==> config.mk <==
export PLATFORM = sky130hd
export DESIGN_NAME = sps_top
export DESIGN_NICKNAME = d
export VERILOG_FILES = /design/src/sps_pkg.sv /design/src/sps_sync.sv /design/src/sps_irq.sv /design/src/sps_top.sv
export SDC_FILE = /design/constraint.sdc
export NUM_CORES = 1
export LEC_CHECK = 0
export BUFFER_PORTS_ARGS = -buffer_cell sky130_fd_sc_hd__buf_4
export CORE_ASPECT_RATIO = 0.5
export CORE_MARGIN = 2
export CORE_UTILIZATION = 52
export CTS_BUF_LIST = sky130_fd_sc_hd__clkbuf_4 sky130_fd_sc_hd__clkbuf_8
export DETAILED_ROUTE_END_ITERATION = 8
export GPL_ROUTABILITY_DRIVEN = 0
export GPL_TIMING_DRIVEN = 0
export PLACE_DENSITY = 0.92
export SLEW_MARGIN = 20
export SYNTH_ARGS = -nofsm -noshare
export SYNTH_HDL_FRONTEND = slang
export SYNTH_SLANG_ARGS = --single-unit
==> constraint.sdc <==
create_clock -name clock_i -period 1.6 [get_ports clock_i]
set_input_delay 0.24 -clock clock_i [delete_from_list [all_inputs] [get_ports clock_i]]
set_output_delay 0.24 -clock clock_i [all_outputs]
set_load 0.005 [all_outputs]
==> src/sps_pkg.sv <==
// Purpose: Shared constants and helpers for the serial port status block
// Assumes: 8-bit register port, word index addressing
// Notes:   Offsets below are word indices on the plain register port
package sps_pkg;

   // Register port widths
   localparam int unsigned SPS_AW = 4;
   localparam int unsigned SPS_DW = 8;

   // Register offsets
   localparam logic [SPS_AW-1:0] SPS_OFF_STATUS = 4'h0;
   localparam logic [SPS_AW-1:0] SPS_OFF_EVENT  = 4'h1;
   localparam logic [SPS_AW-1:0] SPS_OFF_MASK   = 4'h2;
   localparam logic [SPS_AW-1:0] SPS_OFF_STATE  = 4'h3;

   // Status register fields
   localparam int unsigned SPS_BIT_SMP   = 7;
   localparam int unsigned SPS_BIT_CKE   = 6;
   localparam int unsigned SPS_BIT_DNA   = 5;
   localparam int unsigned SPS_BIT_STOP  = 4;
   localparam int unsigned SPS_BIT_START = 3;
   localparam int unsigned SPS_BIT_RNW   = 2;
   localparam int unsigned SPS_BIT_UA    = 1;
   localparam int unsigned SPS_BIT_BF    = 0;

   localparam logic [SPS_DW-1:0] SPS_STATUS_RST = 8'h00;
   localparam logic [SPS_DW-1:0] SPS_ZERO       = 8'h00;

   // Event bits for the interrupt status and mask registers
   localparam int unsigned SPS_NEV      = 4;
   localparam int unsigned SPS_EV_START = 0;
   localparam int unsigned SPS_EV_STOP  = 1;
   localparam int unsigned SPS_EV_BF    = 2;
   localparam int unsigned SPS_EV_UA    = 3;
   localparam logic [SPS_NEV-1:0] SPS_EV_RST = 4'h0;

   // Idle level of the bus lines
   localparam logic SPS_LINE_IDLE = 1'b1;

   typedef enum logic [0:0] {
      SPS_BUS_IDLE,
      SPS_BUS_BUSY
   } sps_bus_e;

   // Sticky flag update; a set in the clearing cycle wins
   function automatic logic sps_set_clr(input logic cur, input logic set, input logic clr);
      sps_set_clr = set | (cur & ~clr);
   endfunction

endpackage

==> src/sps_sync.sv <==
// Purpose: Three-stage synchroniser with agreement filter
// Assumes: Input is asynchronous to clock_i
// Notes:   Output moves only when stages two and three agree
`timescale 1ns/1ps
module sps_sync #(
   parameter logic RST_VAL = 1'b1
) (
   // Clock and reset
   input  wire logic clock_i,
   input  wire logic resetn_i,
   // Raw and filtered level
   input  wire logic async_i,
   output logic      level_o
);
   import sps_pkg::*;

   typedef struct packed {
      logic s1;
      logic s2;
      logic s3;
      logic lvl;
   } sps_sync_s;

   sps_sync_s st_q;
   sps_sync_s st_d;

   always_comb
   begin
      st_d    = st_q;
      st_d.s1 = async_i;
      st_d.s2 = st_q.s1;
      st_d.s3 = st_q.s2;
      // First stage feeds only the second
      if (st_q.s2 == st_q.s3)
      begin
         st_d.lvl = st_q.s3;
      end
   end

   always_ff @(posedge clock_i)
   begin
      if (!resetn_i)
      begin
         st_q <= '{s1: RST_VAL, s2: RST_VAL, s3: RST_VAL, lvl: RST_VAL};
      end
      else
      begin
         st_q <= st_d;
      end
   end

   assign level_o = st_q.lvl;

endmodule

==> src/sps_irq.sv <==
// Purpose: Sticky event status, mask and level interrupt
// Assumes: Event pulses are on clock_i
// Notes:   Write one to clear; a new event beats a clear
`timescale 1ns/1ps
module sps_irq #(
   parameter int unsigned N = 4
) (
   // Clock and reset
   input  wire logic         clock_i,
   input  wire logic         resetn_i,
   // Events
   input  wire logic [N-1:0] event_i,
   // Software access
   input  wire logic         wr_stat_i,
   input  wire logic         wr_mask_i,
   input  wire logic [N-1:0] wdata_i,
   // State
   output logic      [N-1:0] stat_o,
   output logic      [N-1:0] mask_o,
   output logic              irq_o
);
   import sps_pkg::*;

   typedef struct packed {
      logic [N-1:0] stat;
      logic [N-1:0] mask;
      logic         irq;
   } sps_irq_s;

   sps_irq_s st_q;
   sps_irq_s st_d;

   always_comb
   begin
      st_d = st_q;
      for (int i = 0; i < N; i++)
      begin
         st_d.stat[i] = sps_set_clr(st_q.stat[i], event_i[i], wr_stat_i & wdata_i[i]);
      end
      if (wr_mask_i)
      begin
         st_d.mask = wdata_i;
      end
      st_d.irq = |(st_d.stat & st_d.mask);
   end

   always_ff @(posedge clock_i)
   begin
      if (!resetn_i)
      begin
         st_q <= '0;
      end
      else
      begin
         st_q <= st_d;
      end
   end

   assign stat_o = st_q.stat;
   assign mask_o = st_q.mask;
   assign irq_o  = st_q.irq;

endmodule

==> src/sps_top.sv <==
// Purpose: Status and sampling control register of a combined SPI/I2C port
// Assumes: Engine events arrive on clock_i; bus lines are raw pins
// Notes:   Start and Stop are detected here from the synchronised lines
//
// Contract
// SPI master samples at end when set
// Software keeps sample phase clear as slave
// I2C: sample phase set disables slew control
// SPI: edge select picks transmit clock edge
// I2C: edge select enables SMBus thresholds
// Last I2C byte data sets, address clears
// Stop flag tracks last condition, cleared disabled
// Start flag tracks last condition, cleared disabled
// Slave latches read/write bit on match
// Slave direction valid until Start/Stop/NACK
// Master direction shows transmit; OR gives idle
// Ten-bit mode flags address reload needed
// Receive complete sets buffer full
// I2C transmit holds buffer full until done
// Only the two control bits are writable
`timescale 1ns/1ps
module sps_top (
   // Clock and reset
   input  wire logic                       clock_i,
   input  wire logic                       resetn_i,
   // Register port
   input  wire logic [sps_pkg::SPS_AW-1:0] addr_i,
   input  wire logic [sps_pkg::SPS_DW-1:0] wdata_i,
   input  wire logic                       wr_i,
   input  wire logic                       rd_i,
   output logic      [sps_pkg::SPS_DW-1:0] rdata_o,
   // Port configuration
   input  wire logic                       port_enable_i,
   input  wire logic                       i2c_mode_i,
   input  wire logic                       master_i,
   input  wire logic                       ten_bit_i,
   // Bus lines
   input  wire logic                       scl_i,
   input  wire logic                       sda_i,
   // Byte engine events
   input  wire logic                       byte_done_i,
   input  wire logic                       byte_is_data_i,
   input  wire logic                       addr_match_i,
   input  wire logic                       rw_bit_i,
   input  wire logic                       nack_i,
   input  wire logic                       tx_busy_i,
   input  wire logic                       seq_req_i,
   input  wire logic                       ua_req_i,
   input  wire logic                       own_addr_wr_i,
   input  wire logic                       rx_complete_i,
   input  wire logic                       buf_read_i,
   input  wire logic                       tx_load_i,
   input  wire logic                       tx_done_i,
   // Engine controls
   output logic                            sample_at_end_o,
   output logic                            tx_active_idle_o,
   output logic                            slew_ctrl_en_o,
   output logic                            smbus_thresh_o,
   output logic                            port_idle_o,
   output logic                            rnw_valid_o,
   output logic                            bus_busy_o,
   // Status and interrupt
   output logic      [sps_pkg::SPS_DW-1:0] status_o,
   output logic                            irq_o
);
   import sps_pkg::*;

   typedef struct packed {
      logic            input_sample_phase;
      logic            cke;
      logic            dna;
      logic            stop;
      logic            start;
      logic            rnw_slv;
      logic            rnw_vld;
      logic            ua;
      logic            bf;
      sps_bus_e        bus;
      logic            scl_p;
      logic            sda_p;
      logic [SPS_DW-1:0] rdata;
      logic [SPS_DW-1:0] status;
      logic            sample_end;
      logic            tx_ai;
      logic            slew;
      logic            smb;
      logic            idle;
      logic            vld;
      logic            busy;
      logic            irq;
   } sps_top_s;

   sps_top_s st_q;
   sps_top_s st_d;

   // One packing for reads and for the status copy
   function automatic logic [SPS_DW-1:0] status_image(input sps_top_s s, input logic rnw);
      logic [SPS_DW-1:0] img;
      img                = SPS_ZERO;
      img[SPS_BIT_SMP]   = s.input_sample_phase;
      img[SPS_BIT_CKE]   = s.cke;
      img[SPS_BIT_DNA]   = s.dna;
      img[SPS_BIT_STOP]  = s.stop;
      img[SPS_BIT_START] = s.start;
      img[SPS_BIT_RNW]   = rnw;
      img[SPS_BIT_UA]    = s.ua;
      img[SPS_BIT_BF]    = s.bf;
      return img;
   endfunction

   logic              scl_s;
   logic              sda_s;
   logic              start_det;
   logic              stop_det;
   logic              wr_status;
   logic              wr_event;
   logic              wr_mask;
   logic              rnw_live;
   logic              bf_set;
   logic              bf_clr;
   logic              ua_set;
   logic [SPS_NEV-1:0] events;
   logic [SPS_NEV-1:0] ev_stat;
   logic [SPS_NEV-1:0] ev_mask;
   logic              irq_lvl;
   logic [SPS_DW-1:0] status_view;
   logic [SPS_DW-1:0] state_view;

   // Bus lines come from pins
   sps_sync #(
      .RST_VAL (SPS_LINE_IDLE)
   ) u_scl_sync (
      .clock_i  (clock_i),
      .resetn_i (resetn_i),
      .async_i  (scl_i),
      .level_o  (scl_s)
   );

   sps_sync #(
      .RST_VAL (SPS_LINE_IDLE)
   ) u_sda_sync (
      .clock_i  (clock_i),
      .resetn_i (resetn_i),
      .async_i  (sda_i),
      .level_o  (sda_s)
   );

   // Conditions: data moves while clock is high
   always_comb
   begin
      start_det = i2c_mode_i & port_enable_i & scl_s & st_q.scl_p & st_q.sda_p & ~sda_s;
      stop_det  = i2c_mode_i & port_enable_i & scl_s & st_q.scl_p & ~st_q.sda_p & sda_s;
   end

   // Write decode
   always_comb
   begin
      wr_status = wr_i & (addr_i == SPS_OFF_STATUS);
      wr_event  = wr_i & (addr_i == SPS_OFF_EVENT);
      wr_mask   = wr_i & (addr_i == SPS_OFF_MASK);
   end

   // Buffer full set and clear terms
   always_comb
   begin
      bf_set = rx_complete_i | (i2c_mode_i & tx_load_i);
      bf_clr = buf_read_i | (i2c_mode_i & tx_done_i);
      ua_set = i2c_mode_i & ten_bit_i & ua_req_i;
   end

   // Direction bit depends on role
   always_comb
   begin
      if (master_i)
      begin
         rnw_live = tx_busy_i;
      end
      else
      begin
         rnw_live = st_q.rnw_slv;
      end
   end

   always_comb
   begin
      events               = '0;
      events[SPS_EV_START] = start_det;
      events[SPS_EV_STOP]  = stop_det;
      events[SPS_EV_BF]    = bf_set;
      events[SPS_EV_UA]    = ua_set;
   end

   sps_irq #(
      .N (SPS_NEV)
   ) u_irq (
      .clock_i   (clock_i),
      .resetn_i  (resetn_i),
      .event_i   (events),
      .wr_stat_i (wr_event),
      .wr_mask_i (wr_mask),
      .wdata_i   (wdata_i[SPS_NEV-1:0]),
      .stat_o    (ev_stat),
      .mask_o    (ev_mask),
      .irq_o     (irq_lvl)
   );

   // Register image as software sees it
   always_comb
   begin
      status_view                = status_image(st_q, i2c_mode_i & rnw_live);
      state_view                 = SPS_ZERO;
      state_view[0]              = port_enable_i;
      state_view[1]              = i2c_mode_i;
      state_view[2]              = master_i;
      state_view[3]              = st_q.rnw_vld;
      state_view[4]              = (st_q.bus == SPS_BUS_BUSY);
   end

   always_comb
   begin
      st_d       = st_q;
      st_d.scl_p = scl_s;
      st_d.sda_p = sda_s;

      // Writes reach only the two control bits
      if (wr_status)
      begin
         st_d.input_sample_phase = wdata_i[SPS_BIT_SMP];
         st_d.cke = wdata_i[SPS_BIT_CKE];
      end

      // Last byte kind
      if (i2c_mode_i && byte_done_i)
      begin
         st_d.dna = byte_is_data_i;
      end

      // Last detected condition; disabling clears both
      if (!port_enable_i)
      begin
         st_d.start = 1'b0;
         st_d.stop  = 1'b0;
      end
      else if (start_det)
      begin
         st_d.start = 1'b1;
         st_d.stop  = 1'b0;
      end
      else if (stop_det)
      begin
         st_d.stop  = 1'b1;
         st_d.start = 1'b0;
      end

      // Bus occupancy between conditions
      case (st_q.bus)
         SPS_BUS_IDLE:
         begin
            if (start_det)
            begin
               st_d.bus = SPS_BUS_BUSY;
            end
         end
         SPS_BUS_BUSY:
         begin
            if (stop_det || !port_enable_i)
            begin
               st_d.bus = SPS_BUS_IDLE;
            end
         end
         default:
         begin
            st_d.bus = SPS_BUS_IDLE;
         end
      endcase

      // Slave direction latch and its validity window
      if (i2c_mode_i && !master_i && addr_match_i)
      begin
         st_d.rnw_slv = rw_bit_i;
         st_d.rnw_vld = 1'b1;
      end
      else if (start_det || stop_det || nack_i || !port_enable_i)
      begin
         st_d.rnw_vld = 1'b0;
      end

      // Address reload request; reload in the same cycle loses
      st_d.ua = sps_set_clr(st_q.ua, ua_set, own_addr_wr_i);

      // Buffer full; a new fill beats a drain
      st_d.bf = sps_set_clr(st_q.bf, bf_set, bf_clr);

      // Read data valid only the cycle after the strobe
      st_d.rdata = SPS_ZERO;
      if (rd_i)
      begin
         case (addr_i)
            SPS_OFF_STATUS: st_d.rdata = status_view;
            SPS_OFF_EVENT:  st_d.rdata = {{(SPS_DW-SPS_NEV){1'b0}}, ev_stat};
            SPS_OFF_MASK:   st_d.rdata = {{(SPS_DW-SPS_NEV){1'b0}}, ev_mask};
            SPS_OFF_STATE:  st_d.rdata = state_view;
            default:        st_d.rdata = SPS_ZERO;
         endcase
      end

      // Registered engine controls
      // Copy built from next state, so it lags one edge like the controls
      st_d.status     = status_image(st_d, i2c_mode_i & (master_i ? tx_busy_i : st_d.rnw_slv));
      st_d.sample_end = ~i2c_mode_i & master_i & st_d.input_sample_phase;
      st_d.tx_ai      = ~i2c_mode_i & st_d.cke;
      st_d.slew       = i2c_mode_i & ~st_d.input_sample_phase;
      st_d.smb        = i2c_mode_i & st_d.cke;
      st_d.idle       = ~(rnw_live | seq_req_i);
      st_d.vld        = st_d.rnw_vld;
      st_d.busy       = (st_d.bus == SPS_BUS_BUSY);
      st_d.irq        = irq_lvl;
   end

   always_ff @(posedge clock_i)
   begin
      if (!resetn_i)
      begin
         st_q        <= '0;
         st_q.bus    <= SPS_BUS_IDLE;
         st_q.scl_p  <= SPS_LINE_IDLE;
         st_q.sda_p  <= SPS_LINE_IDLE;
         st_q.status <= SPS_STATUS_RST;
         st_q.idle   <= 1'b1;
         st_q.slew   <= 1'b0;
      end
      else
      begin
         st_q <= st_d;
      end
   end

   // Outputs straight from flops
   assign rdata_o          = st_q.rdata;
   assign sample_at_end_o  = st_q.sample_end;
   assign tx_active_idle_o = st_q.tx_ai;
   assign slew_ctrl_en_o   = st_q.slew;
   assign smbus_thresh_o   = st_q.smb;
   assign port_idle_o      = st_q.idle;
   assign rnw_valid_o      = st_q.vld;
   assign bus_busy_o       = st_q.busy;
   assign status_o         = st_q.status;
   assign irq_o            = st_q.irq;

endmodule

==> key figures, run 1 <==
Floorplan
  • Die extent in y: 45.9 um
  • Area of the die: 4020 um^2
  • Core ar.: 3400 um^2
  • Die width: 87.7 um
  • Row count: 15
  • # IOs: 59
  • Starting Density: 0.537

Global route
  • GRT Overall Usage: 0.215
  • First-pass GRT wire length: 6.36 mm
  • Grt total ovfl: 0
  • Initial antenna violation count: 0
  • Largest net degree at the start of global routing: 14
  • Vias in the first global route: 1454

Setup path
  • R2r endpoint: u_irq.irq_o
  • Critical Path Start Type: input pin
  • Worst Path Buf+Inv: 2
  • Critical Path RT: 1.78 ns
  • CP Class: in -> reg
  • Arr. time, crit path: 1.67 ns
  • Largest stage delay, worst path: 0.38 ns
  • Top delay family on crit path: compound AO/OA/AOI/OAI gates
  • R2r startpoint: u_scl_sync.level_o
  • Critical path's slowest cell: or3b_1
  • Flop2flop setup slack: 0.13 ns
  • Worst-path fanout max: 7
  • Worst setup startpoint: addr_i[3]
  • Setup crit end kind: flop
  • Cell Chain, Critical Path: buf_4 -> or3b_1 -> buf_6 -> o21ai_0 -> a22oi_1 -> o41a_1
  • R2R cell count: 5

Clocking
  • # Post-CTS Setup Buffers: 0
  • Resized cells post-CTS: 0
  • CTS tree: built
  • Clk buf depth: 2
  • Number of CTS-inserted buffers: 5
  • Clock slew at reported path FFs: 0.08 ns
  • Clock root buffer: clkbuf_8
  • Clk sink count: 44
  • Clk_lat worst skew: 0.29 ns
  • H-tree levels: 2
  • Hold buffer count at CTS: 0

Worst hold path
  • Min-delay worst type: in -> reg
  • Hold EP: u_scl_sync.st_d[2]
  • Hold Startpoint: scl_i
  • WHS Path Cells: 2

Finish
  • Commonest non-fill, non-tap cell in the layout: buf_4
  • Fill cells: 262
  • Most frequent cells in the layout: 72 x buf_4, 44 x dfxtp_1, 11 x nand2b_1
  • Core Util, Final: 0.703
  • N_diodes: 0
  • Multi-input logic area: 776 um^2
  • Layout Nets: 282
  • Layout area overhead: 31.0%
  • Layout Cells excl Fill: 298
  • Proportion of layout cells with a drive suffix above 1: 0.360
  • FF+latch area: 881 um^2
  • Final instance area: 2390 um^2

Detailed routing
  • Final wirelength: 4.00 mm
  • Routed Antenna Nets: 0
  • Initial DRC count: 184
  • First-pass DRT Iterations: 4
  • WL/cell: 13.4 um
  • Via-to-Cell Ratio: 5.26
  • # DRC: 0
  • Via Count: 1566

Power
  • Max VDD drop: 0.468 mV
  • Pwr/cell area: 839 nW/um^2
  • Tot Pwr: 0.00200 W
  • Static Leak: 1.03 nW

Timing
  • Min cycle time layout: 1.49 ns
  • Worst Skew: 0.00288 ns
  • FMAX: 0.671 GHz
  • Max Slew Vio Count: 0
  • # setup viols final: 0
  • Final worst path period share: 0.932
  • RSZ-0062 raised after global routing: no
  • Max-slew headroom: 0.675
  • Final Hold Viols: 0
  • Tightest Pin Transition: 0.486 ns

Synthesis
  • Sequential fraction of the synthesis area: 0.483
  • Post-synth EDFFs: 0
  • Synth async-reset ratio: 0
  • Seq cells post-synth: 44
  • YS warnings: 0
  • Syn nets: 219
  • Post-Synthesis Mean Instance Area: 9.91 um^2
  • Cells after Synth: 184
  • Post-synth top flop: dfxtp_1
  • Cell area after synthesis: 1820 um^2
  • Netlist cell types: 37

Placement
  • Placed Cells: 291
  • Port Buffer Count: 56
  • Cell Area, Placed: 2310 um^2
  • Dpl hpwl: 2.94 mm

Status
  • Outcome: finished clean

Flow run
  • Max-Cap Viols: 0
-- registers in the layout, summed over array words and instances (netlist names), 2 cells and up --
name,count
u_irq.mask_o,4
rdata_o,8
u_irq.stat_o,4
status_o,7
st_q,4
u_sda_sync.st_d,2
u_scl_sync.st_d,2
-- cell type report --
type | instances | area share
flip-flops and latches | 44 | 0.369
multi-input cells | 114 | 0.325
repair buffers | 56 | 0.176
plain buffers | 24 | 0.0665
clock buffers | 5 | 0.0288
well taps | 51 | 0.0267
clock inverters | 2 | 0.00524
inverters | 2 | 0.00314
-- synthesized netlist by cell type (4+ instances only) --
library cell,n,area share
nand3_1,10,0.027
o21ai_0,4,0.011
dfxtp_1,44,0.48
buf_4,16,0.066
clkbuf_1,5,0.010
nor2b_1,10,0.034
nand2b_1,11,0.038
nand2_1,10,0.021
and2_1,5,0.017
mux2i_1,5,0.027
a21boi_1,8,0.033
a21boi_0,4,0.016
a21oi_1,7,0.019
nor2_1,5,0.010
-- metrics by stage --
stage | worst slack (ns) | hold WS [ns] | setup TNS [ns]
2_1_floorplan | 0.116 | 0.313 | 0
3_3_place_gp | -0.154 | 0.391 | -0.154
3_5_place_dp | -0.140 | 0.399 | -0.140
4_1_cts | 0.145 | 0.118 | 0
5_1_grt | 0.0701 | 0.128 | 0
6_report | 0.109 | 0.124 | 0
-- power breakdown --
group,internal (W),total [W],leakage (nW),switching (W)
clock,0.000296,0.000663,0.0400,0.000368
combinational,0.000120,0.000213,0.635,0.0000924
sequential,0.00112,0.00113,0.358,0.0000111
total,0.00153,0.00200,1.03,0.000471
-- logic make-up after synthesis --
family	synth area share
and+or+nand+nor	0.214
muxes	0.0645
buffers and inverters	0.0913
AOI/OAI and AO/OA	0.147
DFF	0.483
-- worst register-to-register path: cells and delay by family (launching register included) --
kind                   cells  cell delay, ns
and+or+nand+nor            2            0.49
AOI/OAI and AO/OA          2            0.36
DFF                        1            0.39
buffers and inverters      1            0.17
-- how the worst max path moves through the flow --
stage                       end  cells after the start
detailed placement  u_irq.irq_o                      6
CTS                  bus_busy_o                      4
global route         bus_busy_o                      4
global placement    u_irq.irq_o                      6
finish              u_irq.irq_o                      6
floorplan           u_irq.irq_o                      5
-- per-layer routing --
layer,vias to the layer above,share of wire,track usage
li1,751,-,-
met4,0,0.022,0.0862
met1,735,0.41,0.249
met5,-,0,0
met2,69,0.48,0.373
met3,11,0.082,0.0779
(Power assumes the default switching activity.)
==> inputs of run 2 (changes only) <==
--- a/config.mk
+++ b/config.mk
@@ -5,6 +5,7 @@
 export SDC_FILE = /design/constraint.sdc
 export NUM_CORES = 1
 export LEC_CHECK = 0
+export ABC_AREA = 1
 export BUFFER_PORTS_ARGS = -buffer_cell sky130_fd_sc_hd__buf_4
 export CORE_ASPECT_RATIO = 0.5
 export CORE_MARGIN = 2
==> run 2 against run 1 <==
Non-clock buffer count decreased by 4; global-route usage increased by 0.62 points; worst hold slack got worse by 0.0050 ns; clock power increased by 6.5%; via count increased by 10%; clock skew increased by 0.00091 ns; cell area decreased by 1.2%; count of clock-buffer cells in the layout increased by 1; die area decreased by 1.5%; core utilization decreased by 0.071 points; sequential power about the same; critical endpoint unchanged.
==> key figures, run 2 <==
Setup path
  • Critical Path RT: 1.78 ns (about the same)
  • Critical Path Start Type: input pin
  • Critical path's slowest cell: nor2_2
  • Arr. time, crit path: 1.38 ns (-0.29 ns)
  • Top delay family on crit path: simple AND/OR/NAND/NOR gates
  • Worst-path fanout max: 8 (+1)
  • Top cell by count, worst path: nand2_1
  • Cell Chain, Critical Path: buf_4 -> nor2_2 -> nand3_2 -> nand2_1 -> o21ai_1 -> nand2_1 -> nand2_1 -> nor2_1 -> nor2_1
  • Flop2flop setup slack: 0.47 ns (+0.34 ns)
  • Setup crit end kind: flop
  • Largest stage delay, worst path: 0.32 ns (-0.06 ns)
  • CP Class: in -> reg
  • Worst Path Buf+Inv: 1 (-1)

Synthesis
  • Post-synth EDFFs: 0 (unchanged)
  • Leading area contributor after synthesis: dfxtp_1
  • Post-synth top flop: dfxtp_1
  • Cells after Synth: 232 (+26%)
  • Commonest cells post-synth: 51 x nand2_1, 44 x dfxtp_1, 25 x inv_1, 22 x a21oi_1, 16 x buf_4
  • YS warnings: 0 (unchanged)
  • Seq cells post-synth: 44 (unchanged)
  • Syn nets: 267 (+22%)
  • Cell area after synthesis: 1790 um^2 (-1.6%)
  • Netlist cell types: 23 (-38%)
  • Synth async-reset ratio: 0 (unchanged)
  • Cell with the most instances after synthesis: nand2_1
  • Top area cells in the synthesized netlist: dfxtp_1 49%, nand2_1 11%, buf_4 6.7%
  • Post-synth top area share: 0.491 (+0.00775)
  • Sequential fraction of the synthesis area: 0.491 (+0.00775)
  • Post-Synthesis Mean Instance Area: 7.73 um^2 (-22%)

Detailed routing
  • Via Count: 1724 (+10%)
  • First-pass DRT Iterations: 4 (unchanged)
  • WL/cell: 12.3 um (-7.9%)
  • Final wirelength: 4.17 mm (+4.4%)
  • # DRC: 0 (unchanged)
  • Via-to-Cell Ratio: 5.10 (-2.9%)
  • Initial DRC count: 98 (-47%)
  • Routed Antenna Nets: 0 (unchanged)

Power
  • Reg power frac: 0.554 (-0.009)
  • Max VDD drop: 0.406 mV (-13%)
  • Psw: 0.000476 W (+0.93%)
  • Switching part of the total: 0.233 (-0.00213)
  • Int Pwr: 0.00157 W (+2.1%)
  • Pwr/cell area: 865 nW/um^2 (+3.1%)
  • Static Leak: 1.13 nW (+9.3%)
  • Comb pwr share: 0.100 (-0.006)
  • Clock Power Share: 0.346 (+0.015)

Placement
  • Cell Area, Placed: 2270 um^2 (-1.7%)
  • Dpl hpwl: 3.15 mm (+7.3%)
  • Placed Cells: 330 (+13%)
  • Setup WS pre-CTS: 0.144 ns (+0.284 ns)
  • Port Buffer Count: 56 (unchanged)

Floorplan
  • Die extent in y: 45.5 um (-0.72%)
  • Core ar.: 3360 um^2 (-1.1%)
  • # IOs: 59 (unchanged)
  • Row count: 15 (unchanged)
  • Die width: 87.1 um (-0.76%)
  • Area of the die: 3960 um^2 (-1.5%)
  • Starting Density: 0.534 (-0.00257)

Finish
  • Layout area overhead: 31.5%
  • Max reg flops: 8 (unchanged)
  • Most frequent cells in the layout: 72 x buf_4, 51 x nand2_1, 44 x dfxtp_1
  • Layout Cells excl Fill: 338 (+13%)
  • Proportion of layout cells with a drive suffix above 1: 0.351 (-0.00897)
  • Core Util, Final: 0.702 (-0.000710)
  • Multi-input logic area: 661 um^2 (-15%)
  • Layout Nets: 330 (+17%)
  • N_diodes: 0 (unchanged)
  • Final instance area: 2360 um^2 (-1.2%)
  • FF+latch area: 881 um^2 (unchanged)
  • Commonest non-fill, non-tap cell in the layout: buf_4
  • Fill cells: 272 (+3.8%)

Timing
  • Min cycle time layout: 1.20 ns (-0.291 ns)
  • Final WS setup: 0.400 ns (+0.291 ns)
  • Final Hold Viols: 0 (unchanged)
  • Final setup TNS: 0 ns (unchanged)
  • RSZ-0062 raised after global routing: no
  • Tightest Pin Transition: 0.465 ns (-0.0206 ns)
  • Max-slew headroom: 0.690 (+0.0151)
  • Worst Skew: 0.00379 ns (+0.000911 ns)
  • # setup viols final: 0 (unchanged)
  • Max Slew Vio Count: 0 (unchanged)
  • Final worst path period share: 0.750 (-0.182)
  • FMAX: 0.833 GHz (+24%)

Global route
  • GRT Overall Usage: 0.222 (+0.00624)
  • Vias in the first global route: 1596 (+9.8%)
  • Initial antenna violation count: 0 (unchanged)
  • Largest net degree at the start of global routing: 14 (unchanged)
  • First-pass GRT wire length: 6.64 mm (+4.4%)
  • Grt total ovfl: 0 (unchanged)

Clocking
  • Resized cells post-CTS: 0 (unchanged)
  • Hold buffer count at CTS: 0 (unchanged)
  • # Post-CTS Setup Buffers: 0 (unchanged)
  • Clk buf depth: 2 (unchanged)
  • Clk_lat worst skew: 0.30 ns (about the same)
  • CTS tree: built
  • Clock slew at reported path FFs: 0.08 ns (about the same)
  • H-tree levels: 2 (unchanged)
  • Clk sink count: 44 (unchanged)
  • Clock root buffer: clkbuf_8
  • Number of CTS-inserted buffers: 5 (unchanged)

Status
  • Outcome: finished clean

Flow run
  • Max-Cap Viols: 0 (unchanged)

Worst hold path
  • Min-delay worst type: in -> reg
==> run 2: cell count changes after synthesis, moves of 5 or more <==
| cell | before | now |
|---|---|---|
| nand2_1 | 10 | 51 |
| inv_1 | 2 | 25 |
| a21oi_1 | 7 | 22 |
| nand2b_1 | 11 | 0 |
| nor2_1 | 5 | 15 |
| nor2b_1 | 10 | 0 |
| a21boi_1 | 8 | 0 |
| inv_2 | 0 | 6 |
| or2_2 | 1 | 7 |
| and2_1 | 5 | 0 |
| mux2i_1 | 5 | 0 |
==> run 2: path summary, 6_finish.rpt <==
check / to / cells past startpoint / from
min: u_scl_sync.st_d[2] / 2 / scl_i
min reg2reg: irq_o / 2 / u_irq.irq_o
max reg2reg: u_irq.irq_o / 7 / u_sda_sync.level_o
max: u_irq.irq_o / 9 / addr_i[3]
==> run 2: routing by layer <==
layer / vias up / routed length, um / global-route usage
met3: 9 / 322 / 0.0670
met5: - / 0 / 0
met4: 0 / 57 / 0.103
li1: 844 / - / -
met1: 801 / 1730 / 0.241
met2: 70 / 2070 / 0.409
==> run 2: area by class of cell <==
type                       instances  share of cell area
multi-input combinational        137               0.280
tap                               42              0.0223
inverter                          31              0.0493
sequential                        44               0.373
clock inverter                     2             0.00424
buffer                            20              0.0578
clock buffer                       6              0.0350
timing repair buffer              56               0.178
==> run 2: stage by stage <==
| stage | hold WS (ns) | power [W] |
|---|---|---|
| after floorplan | 0.347 | 0.00124 |
| after global placement | 0.396 | 0.00135 |
| after detailed placement | 0.412 | 0.00136 |
| after CTS | 0.116 | 0.00205 |
| after global routing | 0.113 | 0.00211 |
| final | 0.119 | 0.00204 |
==> run 2: cell families after synthesis <==
logic type	share of synthesized area
and+or+nand+nor	0.268
DFF	0.491
buffers and inverters	0.141
AOI/OAI and AO/OA	0.0997
==> run 2: power by group through the flow <==
stage | Clock [W] | Combinational, W | Sequential, W
final | 0.000706 | 0.000204 | 0.00113
after global routing | 0.000756 | 0.000225 | 0.00113
after CTS | 0.000716 | 0.000204 | 0.00113
after detailed placement | 0 | 0.000202 | 0.00116
after global placement | 0 | 0.000195 | 0.00116
after floorplan | 0 | 0.0000895 | 0.00115
